File: src/include/bgpwm_defs.svh
// timing and width constants for the background pwm generator
`ifndef BGPWM_DEFS_SVH
`define BGPWM_DEFS_SVH

`define BGPWM_PERIOD_W      8
`define BGPWM_DUTY_W        10
`define BGPWM_CHANNELS      2
`define BGPWM_PRESCALE      4
`define BGPWM_PRESCALE_W    2
`define BGPWM_PERIOD_STOP   8'h00
`define BGPWM_CNT_W         10

`endif

File: src/include/bgpwm_pkg.sv
// types for the background pwm generator
`include "bgpwm_defs.svh"

package bgpwm_pkg;

   typedef struct packed {
      logic [`BGPWM_PERIOD_W-1:0]                      period;
      logic [`BGPWM_CHANNELS-1:0][`BGPWM_DUTY_W-1:0]   duty;
   } bgpwm_cfg_t;

   typedef enum logic [1:0] {
      BGPWM_IDLE,
      BGPWM_RUN,
      BGPWM_HALT
   } bgpwm_state_t;

endpackage

File: src/hdl/bgpwm_gen.sv
// background pwm generator with one shared period timer and two outputs
`timescale 1ns/1ps
`include "bgpwm_defs.svh"

// Overview of operation
// - Once configured the outputs keep running on their own until a new configuration is written.
// - A configuration with period zero stops the outputs instead of starting a waveform.
// - The period setting is eight bits wide, 0 to 255.
// - One cycle lasts period plus one times four system clocks.
// - The high time of each cycle is duty times one system clock.
// - The duty setting is ten bits wide, 0 to 1023.
// - Both channels take their cycle from the one shared period timer.
// - The servo function shares the timer, so the two must never be active together; the code does not prevent it and only flags an overlap on timer_conflict_o.
// - Generation halts in either low-power delay state or when the program ends.
// - Outputs appear only on fixed dedicated pins, channels one and two.
// - In the low-power delay state all timers are off, suspending pwm and servo pulses.
module bgpwm_gen (
   input  wire logic                          sys_clk_i,
   input  wire logic                          rst_i,
   input  wire bgpwm_pkg::bgpwm_cfg_t         cfg_i,
   input  wire logic                          cfg_wr_i,
   input  wire logic                          nap_i,
   input  wire logic                          sleep_i,
   input  wire logic                          prog_end_i,
   input  wire logic                          servo_active_i,
   output logic                               running_o,
   output logic                               timer_conflict_o,
   output logic [`BGPWM_CHANNELS-1:0]         pwm_o
);

   // ==========================================================
   // configuration capture
   bgpwm_pkg::bgpwm_cfg_t    pend;
   bgpwm_pkg::bgpwm_cfg_t    act;
   logic                     pend_valid;
   bgpwm_pkg::bgpwm_state_t  state;
   logic [`BGPWM_CNT_W-1:0]  cnt;
   logic [`BGPWM_CNT_W-1:0]  cyc_last;
   logic                     cyc_end;
   logic                     halt_req;

   // low-power states and program end stop every timer
   assign halt_req = nap_i | sleep_i | prog_end_i;

   // clocks per cycle minus one: (period+1)*4-1
   assign cyc_last = {act.period, `BGPWM_PRESCALE_W'(`BGPWM_PRESCALE - 1)};
   assign cyc_end  = (cnt == cyc_last);

   // a write is held until the running cycle finishes
   always_ff @(posedge sys_clk_i) begin
      if (rst_i) begin
         pend       <= '0;
         pend_valid <= 1'b0;
      end else if (cfg_wr_i) begin
         pend       <= cfg_i;
         pend_valid <= 1'b1;
      end else if (pend_valid && ((state == bgpwm_pkg::BGPWM_RUN && (halt_req || cyc_end)) ||
                                  (state == bgpwm_pkg::BGPWM_IDLE && !halt_req))) begin
         // consumed at a boundary or from idle; a halt while running drops it,
         // a write made while halted waits until idle is reached again
         pend_valid <= 1'b0;
      end
   end

   // ==========================================================
   // run control
   always_ff @(posedge sys_clk_i) begin
      if (rst_i) begin
         state <= bgpwm_pkg::BGPWM_IDLE;
         act   <= '0;
      end else begin
         case (state)
            bgpwm_pkg::BGPWM_IDLE: begin
               if (pend_valid && !cfg_wr_i && !halt_req) begin
                  act   <= pend;
                  state <= (pend.period == `BGPWM_PERIOD_STOP) ? bgpwm_pkg::BGPWM_IDLE
                                                             : bgpwm_pkg::BGPWM_RUN;
               end
            end
            bgpwm_pkg::BGPWM_RUN: begin
               if (halt_req) begin
                  state <= bgpwm_pkg::BGPWM_HALT;
               end else if (cyc_end && pend_valid && !cfg_wr_i) begin
                  act <= pend;
                  if (pend.period == `BGPWM_PERIOD_STOP) begin
                     state <= bgpwm_pkg::BGPWM_IDLE;
                  end
               end
            end
            bgpwm_pkg::BGPWM_HALT: begin
               // stays off until software configures again; old settings are dropped
               if (!halt_req) begin
                  state <= bgpwm_pkg::BGPWM_IDLE;
               end
            end
            default: begin
               state <= bgpwm_pkg::BGPWM_IDLE;
            end
         endcase
      end
   end

   // ==========================================================
   // shared period timer, free running while configured
   always_ff @(posedge sys_clk_i) begin
      if (rst_i) begin
         cnt <= '0;
      end else if (state != bgpwm_pkg::BGPWM_RUN || halt_req) begin
         cnt <= '0;
      end else if (cyc_end) begin
         cnt <= '0;
      end else begin
         cnt <= cnt + 1'b1;
      end
   end

   // ==========================================================
   // per-channel comparators on the common count
   genvar ch;
   generate
      for (ch = 0; ch < `BGPWM_CHANNELS; ch++) begin : g_ch
         // duty of 4*(period+1) or more just holds the pin high: undefined case
         always_ff @(posedge sys_clk_i) begin
            if (rst_i) begin
               pwm_o[ch] <= 1'b0;
            end else if (state != bgpwm_pkg::BGPWM_RUN || halt_req) begin
               pwm_o[ch] <= 1'b0;
            end else begin
               pwm_o[ch] <= (cnt < act.duty[ch]);
            end
         end
      end
   endgenerate

   // ==========================================================
   // status
   always_ff @(posedge sys_clk_i) begin
      if (rst_i) begin
         running_o        <= 1'b0;
         timer_conflict_o <= 1'b0;
      end else begin
         running_o        <= (state == bgpwm_pkg::BGPWM_RUN) && !halt_req;
         // flags the forbidden overlap with the servo user of the timer
         timer_conflict_o <= (state == bgpwm_pkg::BGPWM_RUN) && servo_active_i;
      end
   end

endmodule

File: config.mk
export PLATFORM = sky130hd
export DESIGN_NAME = bgpwm_gen
export DESIGN_NICKNAME = d
export VERILOG_FILES = /design/src/include/bgpwm_pkg.sv /design/src/hdl/bgpwm_gen.sv
export VERILOG_INCLUDE_DIRS = /design/src /design/src/include
export SDC_FILE = /design/constraint.sdc
export NUM_CORES = 1
export LEC_CHECK = 0
export BUFFER_PORTS_ARGS = -buffer_cell sky130_fd_sc_hd__buf_4
export CORE_ASPECT_RATIO = 2
export CORE_MARGIN = 2
export CORE_UTILIZATION = 57
export DETAILED_ROUTE_END_ITERATION = 12
export PLACE_DENSITY = 0.78
export SLEW_MARGIN = 20
export SYNTH_ARGS = -nofsm -noshare
export SYNTH_HDL_FRONTEND = slang
export SYNTH_SLANG_ARGS = --single-unit
File: constraint.sdc
create_clock -name sys_clk_i -period 2.3 [get_ports sys_clk_i]
set_input_delay 0.115 -clock sys_clk_i [delete_from_list [all_inputs] [get_ports sys_clk_i]]
set_output_delay 0.115 -clock sys_clk_i [all_outputs]
set_load 0.02 [all_outputs]
# Yosys cells after proc, flatten, opt, wreduce, memory -nomap -nowiden

Index checks and enable logic that the tools add are counted.

Flip-flop bits (word level): 73
Latch bits: 0
Memory bits (writable): 0
ROM bits: 0
Output and inout port bits: 4
Word-level logic and storage cells: 63
Memories kept: 0

$add $sub $neg: 1
$mul: 0
Divide/modulo/power cells: 0
Order comparisons: 2
Equal/unequal tests: 10
Shifts and indexed selects: 0
Multiplexer cells: 13
Bitwise operators: 2
Reduce and logical (&&, ||, !) cells: 22

Operators by type and width:

| kind                                          | number |
|---|---|
| two-way mux 28 bit                            | 3 |
| one-hot mux 28 bit (2 select lines)           | 1 |
| less-than comparator 10 bit                   | 2 |
| adder 10 x 1 -> 10 bit, second input constant | 1 |
| == test 10 bit                                | 1 |
| two-way mux 2 bit                             | 5 |
| logical AND 1 bit                             | 9 |
| logical NOT 8 bit                             | 1 |
| AND reduction 4 bit                           | 2 |
| != test 2 x 1 -> 1 bit, second input constant | 3 |
| != test 3 x 2 -> 1 bit, second input constant | 2 |
| one-hot mux 2 bit (3 select lines)            | 1 |
| != test 2 bit, second input constant          | 2 |
| nonzero test 2 bit                            | 2 |
| logical OR 1 bit                              | 3 |
| two-way mux 1 bit                             | 3 |
| OR reduction 3 bit                            | 1 |
| == test 2 x 1 -> 1 bit, second input constant | 1 |
| == test 2 bit, second input constant          | 1 |
| logical NOT 1 bit                             | 2 |
| logical NOT 2 bit                             | 1 |
| bitwise OR 1 bit                              | 2 |
| OR reduction 2 bit                            | 1 |

# Depth between registers and ports, before layout

Word-level depth: 8
Depth in mapped cells: 8
Mapped depth without buffers: 7

# Worst setup path before layout

OpenSTA, ideal clock, no wires.

Path type: reg-to-reg
From: reg cnt[2]
To: reg pend_valid
Data arrival time: 1.564 ns
Required time: 2.169 ns
Setup slack: 0.604 ns
Stages on the path, launching flop included: 7
Path buffers: 1
Cell sequence: dfxtp_1 -> xnor2_1 -> nand3_1 -> o31a_1 -> buf_6 -> a2111oi_4 -> nor3_1

Cells in the longest elaborated chain, start to end: 6

Ends and longest elaborated chain:

| element                             | line             | RTL |
|---|---|---|
| start: declaration                  | bgpwm_gen.sv:37  | `` logic [`BGPWM_CNT_W-1:0] cnt; `` |
| start signal: assignment            | bgpwm_gen.sv:113 | `cnt <= cnt + 1'b1;` |
| == test 10 bit                      | bgpwm_gen.sv:47  | `assign cyc_end = (cnt == cyc_last);` |
| logical OR 1 bit                    | bgpwm_gen.sv:57  | `end else if (pend_valid && ((state == bgpwm_pkg::BGPWM_RUN && (halt_req \|\| cyc_end)) \|\|` |
| logical AND 1 bit                   | bgpwm_gen.sv:57  |  |
| logical OR 1 bit                    | bgpwm_gen.sv:57  |  |
| logical AND 1 bit                   | bgpwm_gen.sv:57  |  |
| nonzero test 2 bit (no source line) | --               |  |
| end signal: assignment              | bgpwm_gen.sv:53  | `pend_valid <= 1'b0;` |
| end signal: assignment              | bgpwm_gen.sv:56  | `pend_valid <= 1'b1;` |
| end signal: assignment              | bgpwm_gen.sv:61  | `pend_valid <= 1'b0;` |
| end: declaration                    | bgpwm_gen.sv:35  | `logic pend_valid;` |

Every way passes these cells.
A chain may end at the register's enable or synchronous reset.

# Worst setup path after layout

From: reg cnt[8]
To: reg act[11] (netlist name)

Cells in the longest elaborated chain, start to end: 5

Ends and longest elaborated chain:

| element                                 | line            | RTL |
|---|---|---|
| == test 10 bit                          | bgpwm_gen.sv:47 |  |
| logical AND 1 bit (2 in series)         | bgpwm_gen.sv:83 | `end else if (cyc_end && pend_valid && !cfg_wr_i) begin` |
| != test 2 x 1 -> 1 bit (no source line) | --              |  |
| AND reduction 4 bit (no source line)    | --              |  |
| end signal: assignment                  | bgpwm_gen.sv:75 | `act <= pend;` |
| end signal: assignment                  | bgpwm_gen.sv:84 | `act <= pend;` |
| end: declaration                        | bgpwm_gen.sv:34 | `bgpwm_pkg::bgpwm_cfg_t act;` |

Every way passes these cells.

==> reports/qor.yml <==
cts:
  cts.sinks: 73
  clockBufferDepth: 2
  cts_buffers: 9
  post-cts-setup-buffers: 0
  root_buffer: "clkbuf_16"
  cts_resized: 0
  insertion_delay_ns: 0.33
  cts_hold_buf: 0
  cts_tree: "built"
  htreeDepth: 3
  clk_pin_slew_worst_paths_ns: 0.06
min_path:
  min_path_type: "in2reg"
  hp-start: "cfg_i[25]"
timing:
  hold_viol: 0
  clock_skew_ns: 0.00472
  fin_crit_sh_pct: 82.6
  clock.fmax_mhz: 527
  layout_min_cycle_time_ns: 1.90
  finalSetupViolations: 0
  finalSetupTns_ns: 0
  slew_headroom_pct: 34.6
  worst_pin_slew_ns: 0.981
  rsz0062_at_grt: "false"
  slew_violations: 0
  fin_ws_ns: 0.401
placed_design:
  routabilityCongestion: 0.882
  pre_cts_slack_ns: 0.413
  dp_cells: 448
  port_buffers: 38
  hpwl_mm: 4.85
pwr:
  fin_total_pwr_mw: 2.86
  peakVddDrop_mv: 0.785
  powerDensity_nw_per_um2: 736
  p_leak_nw: 1.57
global_route:
  grt_util_all_layers_pct: 23.1
  grt-ovfl-total: 0
  grt_pass1_vias: 2614
  grt_max_degree: 59
  antenna_found_initial: 0
  grt_pass1_wl_mm: 11.6
routing:
  routed_wl_mm: 6.80
  routedWlPerCell_um: 14.7
  vias: 2651
  ant_nets: 0
  via_per_inst: 5.73
  drc: 0
  firstDrtPassIters: 4
  drtIter0Drc: 100
critical_path:
  cp-end-kind: "flip-flop"
  startpoint: "cnt[8]"
  rr_startpoint: "cnt[8]"
  worstPathRequired_ns: 2.49
  arrival_ns: 2.09
  cp_max_fo: 28
  crit_type: "reg2reg"
  crit_path_start_kind: "flip-flop"
finish:
  fin_nets: 452
  area_growth_pct: 18.0
  diodes: 0
  drive_gt1_share_pct: 15.4
  stdcell_count: 463
yosys:
  ys_seq_area_share_pct: 44.4
  yosys_warnings: 0
  synth_cell_types: 36
  syn_nets: 419
  avgSynthCellArea_um2: 9.02
  syn_inst: 365
  synth_seq_cells: 73
  syn-cell-area_um2: 3290
floorplan:
  fp.coreArea_um2: 5660
  num_rows: 39
  die_x_um: 57.7
  die-area_um2: 6430
  die_h_um: 111
  num_io_pins: 39
  start_util_pct: 58.1
run_status:
  status: "complete, no violations"
run:
  max_cap_violations: 0
per-layer routing:
metal	up-vias	part of all wire (%)	track usage (%)
met2	64	52	38.0
met5	-	0	0
li1	1330	-	-
met3	14	4.0	6.50
met1	1243	41	26.8
met4	0	2.5	11.3
power by group:
group / leakage [nW] / internal (mW) / switching, mW
logic: 0.828 / 0.0784 / 0.0692
clock network: 0.148 / 0.888 / 0.501
registers: 0.594 / 1.30 / 0.0208
total: 1.57 / 2.27 / 0.591
synthesized netlist by cell type:
library cell	number	area [um2]
mux2i_1	28	280
a2111oi_0	2	17.5
nand3_1	33	165
nor2_1	43	161
nand2_1	6	22.5
xnor2_1	12	105
nor3_2	1	10.0
a21oi_1	35	175
o211ai_1	1	7.51
and3_1	5	31.3
and4_1	1	8.76
xor2_1	5	43.8
a2111oi_4	1	27.5
buf_1	4	15.0
buf_2	4	20.0
o31a_1	1	8.76
a21o_1	3	22.5
a41oi_1	1	8.76
clkbuf_2	1	5.00
ha_1	19	238
nand2b_1	4	25.0
inv_1	21	78.8
a211oi_1	1	7.51
dfxtp_1	73	1460
nor3_1	3	15.0
or2_4	1	8.76
o21ai_0	32	160
buf_6	3	33.8
clkbuf_1	10	37.5
or3_1	1	6.26
nor2b_1	2	12.5
and2_1	2	12.5
o31ai_4	1	21.3
nand4bb_1	1	11.3
nor4_1	2	12.5
nand4_1	2	12.5
cell type report:
cell class	instances	area [um2]
clock buffer	12	256
multi-input combinational	249	1640
clock inverter	3	40.0
tap	61	76.3
inverter	21	78.8
sequential	73	1460
fill	460	1780
timing repair buffer	44	330
cells by family (layout without fill, tap and decap cells):
| logic type | after synthesis | count (layout) | share of synthesized area, % |
|---|---|---|---|
| AO/OA/AOI/OAI | 78 | 78 | 13.9 |
| buffers and inverters | 43 | 80 | 5.78 |
| flip-flops | 73 | 73 | 44.4 |
| XOR/XNOR | 17 | 17 | 4.52 |
| multiplexers | 28 | 28 | 8.52 |
| adder cells (fa/ha/maj) | 19 | 19 | 7.22 |
| AND/OR/NAND/NOR | 107 | 107 | 15.7 |
sequential cells by signal (all words and copies together), names as in the netlist:
name	count
running_o	1
act	28
timer_conflict_o	1
pend_valid	1
pwm_o	2
cnt	10
state	2
pend	28
placed cells by master (no fill, tap or decap), drive strengths merged, types with 3 or more instances in the layout:
master,netlist,final
dfxtp,73,73
buf,11,44
nor2,43,43
a21oi,35,35
nand3,33,33
o21ai,32,32
mux2i,28,28
inv,21,21
ha,19,19
xnor2,12,12
clkbuf,11,12
nand2,6,6
xor2,5,5
and3,5,5
nand2b,4,4
nor3,4,4
a21o,3,3
a2111oi,3,3
metrics by stage:
stage / hold WS [ns] / util, % / cell area, um2
4_1_cts: 0.00731 / 68.6 / 3880
5_1_grt: 0.0143 / 68.6 / 3880
6_report: 0.0147 / 68.6 / 3880
3_5_place_dp: 0.354 / 63.4 / 3590
2_1_floorplan: 0.262 / - / 3290
3_3_place_gp: 0.348 / 63.4 / 3590
path summary, 6_finish.rpt:
check                           cells past startpoint       end  slack (ns)
worst max-delay path                                6   act[11]        0.40
worst min-delay path                                3  pend[25]        0.01
worst max register to register                      6   act[11]        0.40
worst min register to register                      2    act[4]        0.46
critical path: stages (launching register included):
cell and delay (ns):
dfxtp_1 0.49, xor2_1 0.14, or2_4 0.28, o31a_1 0.34
buf_4 0.23, o21ai_0 0.19, a21oi_1 0.09
No activity file was read; power rests on OpenSTA's default activity.
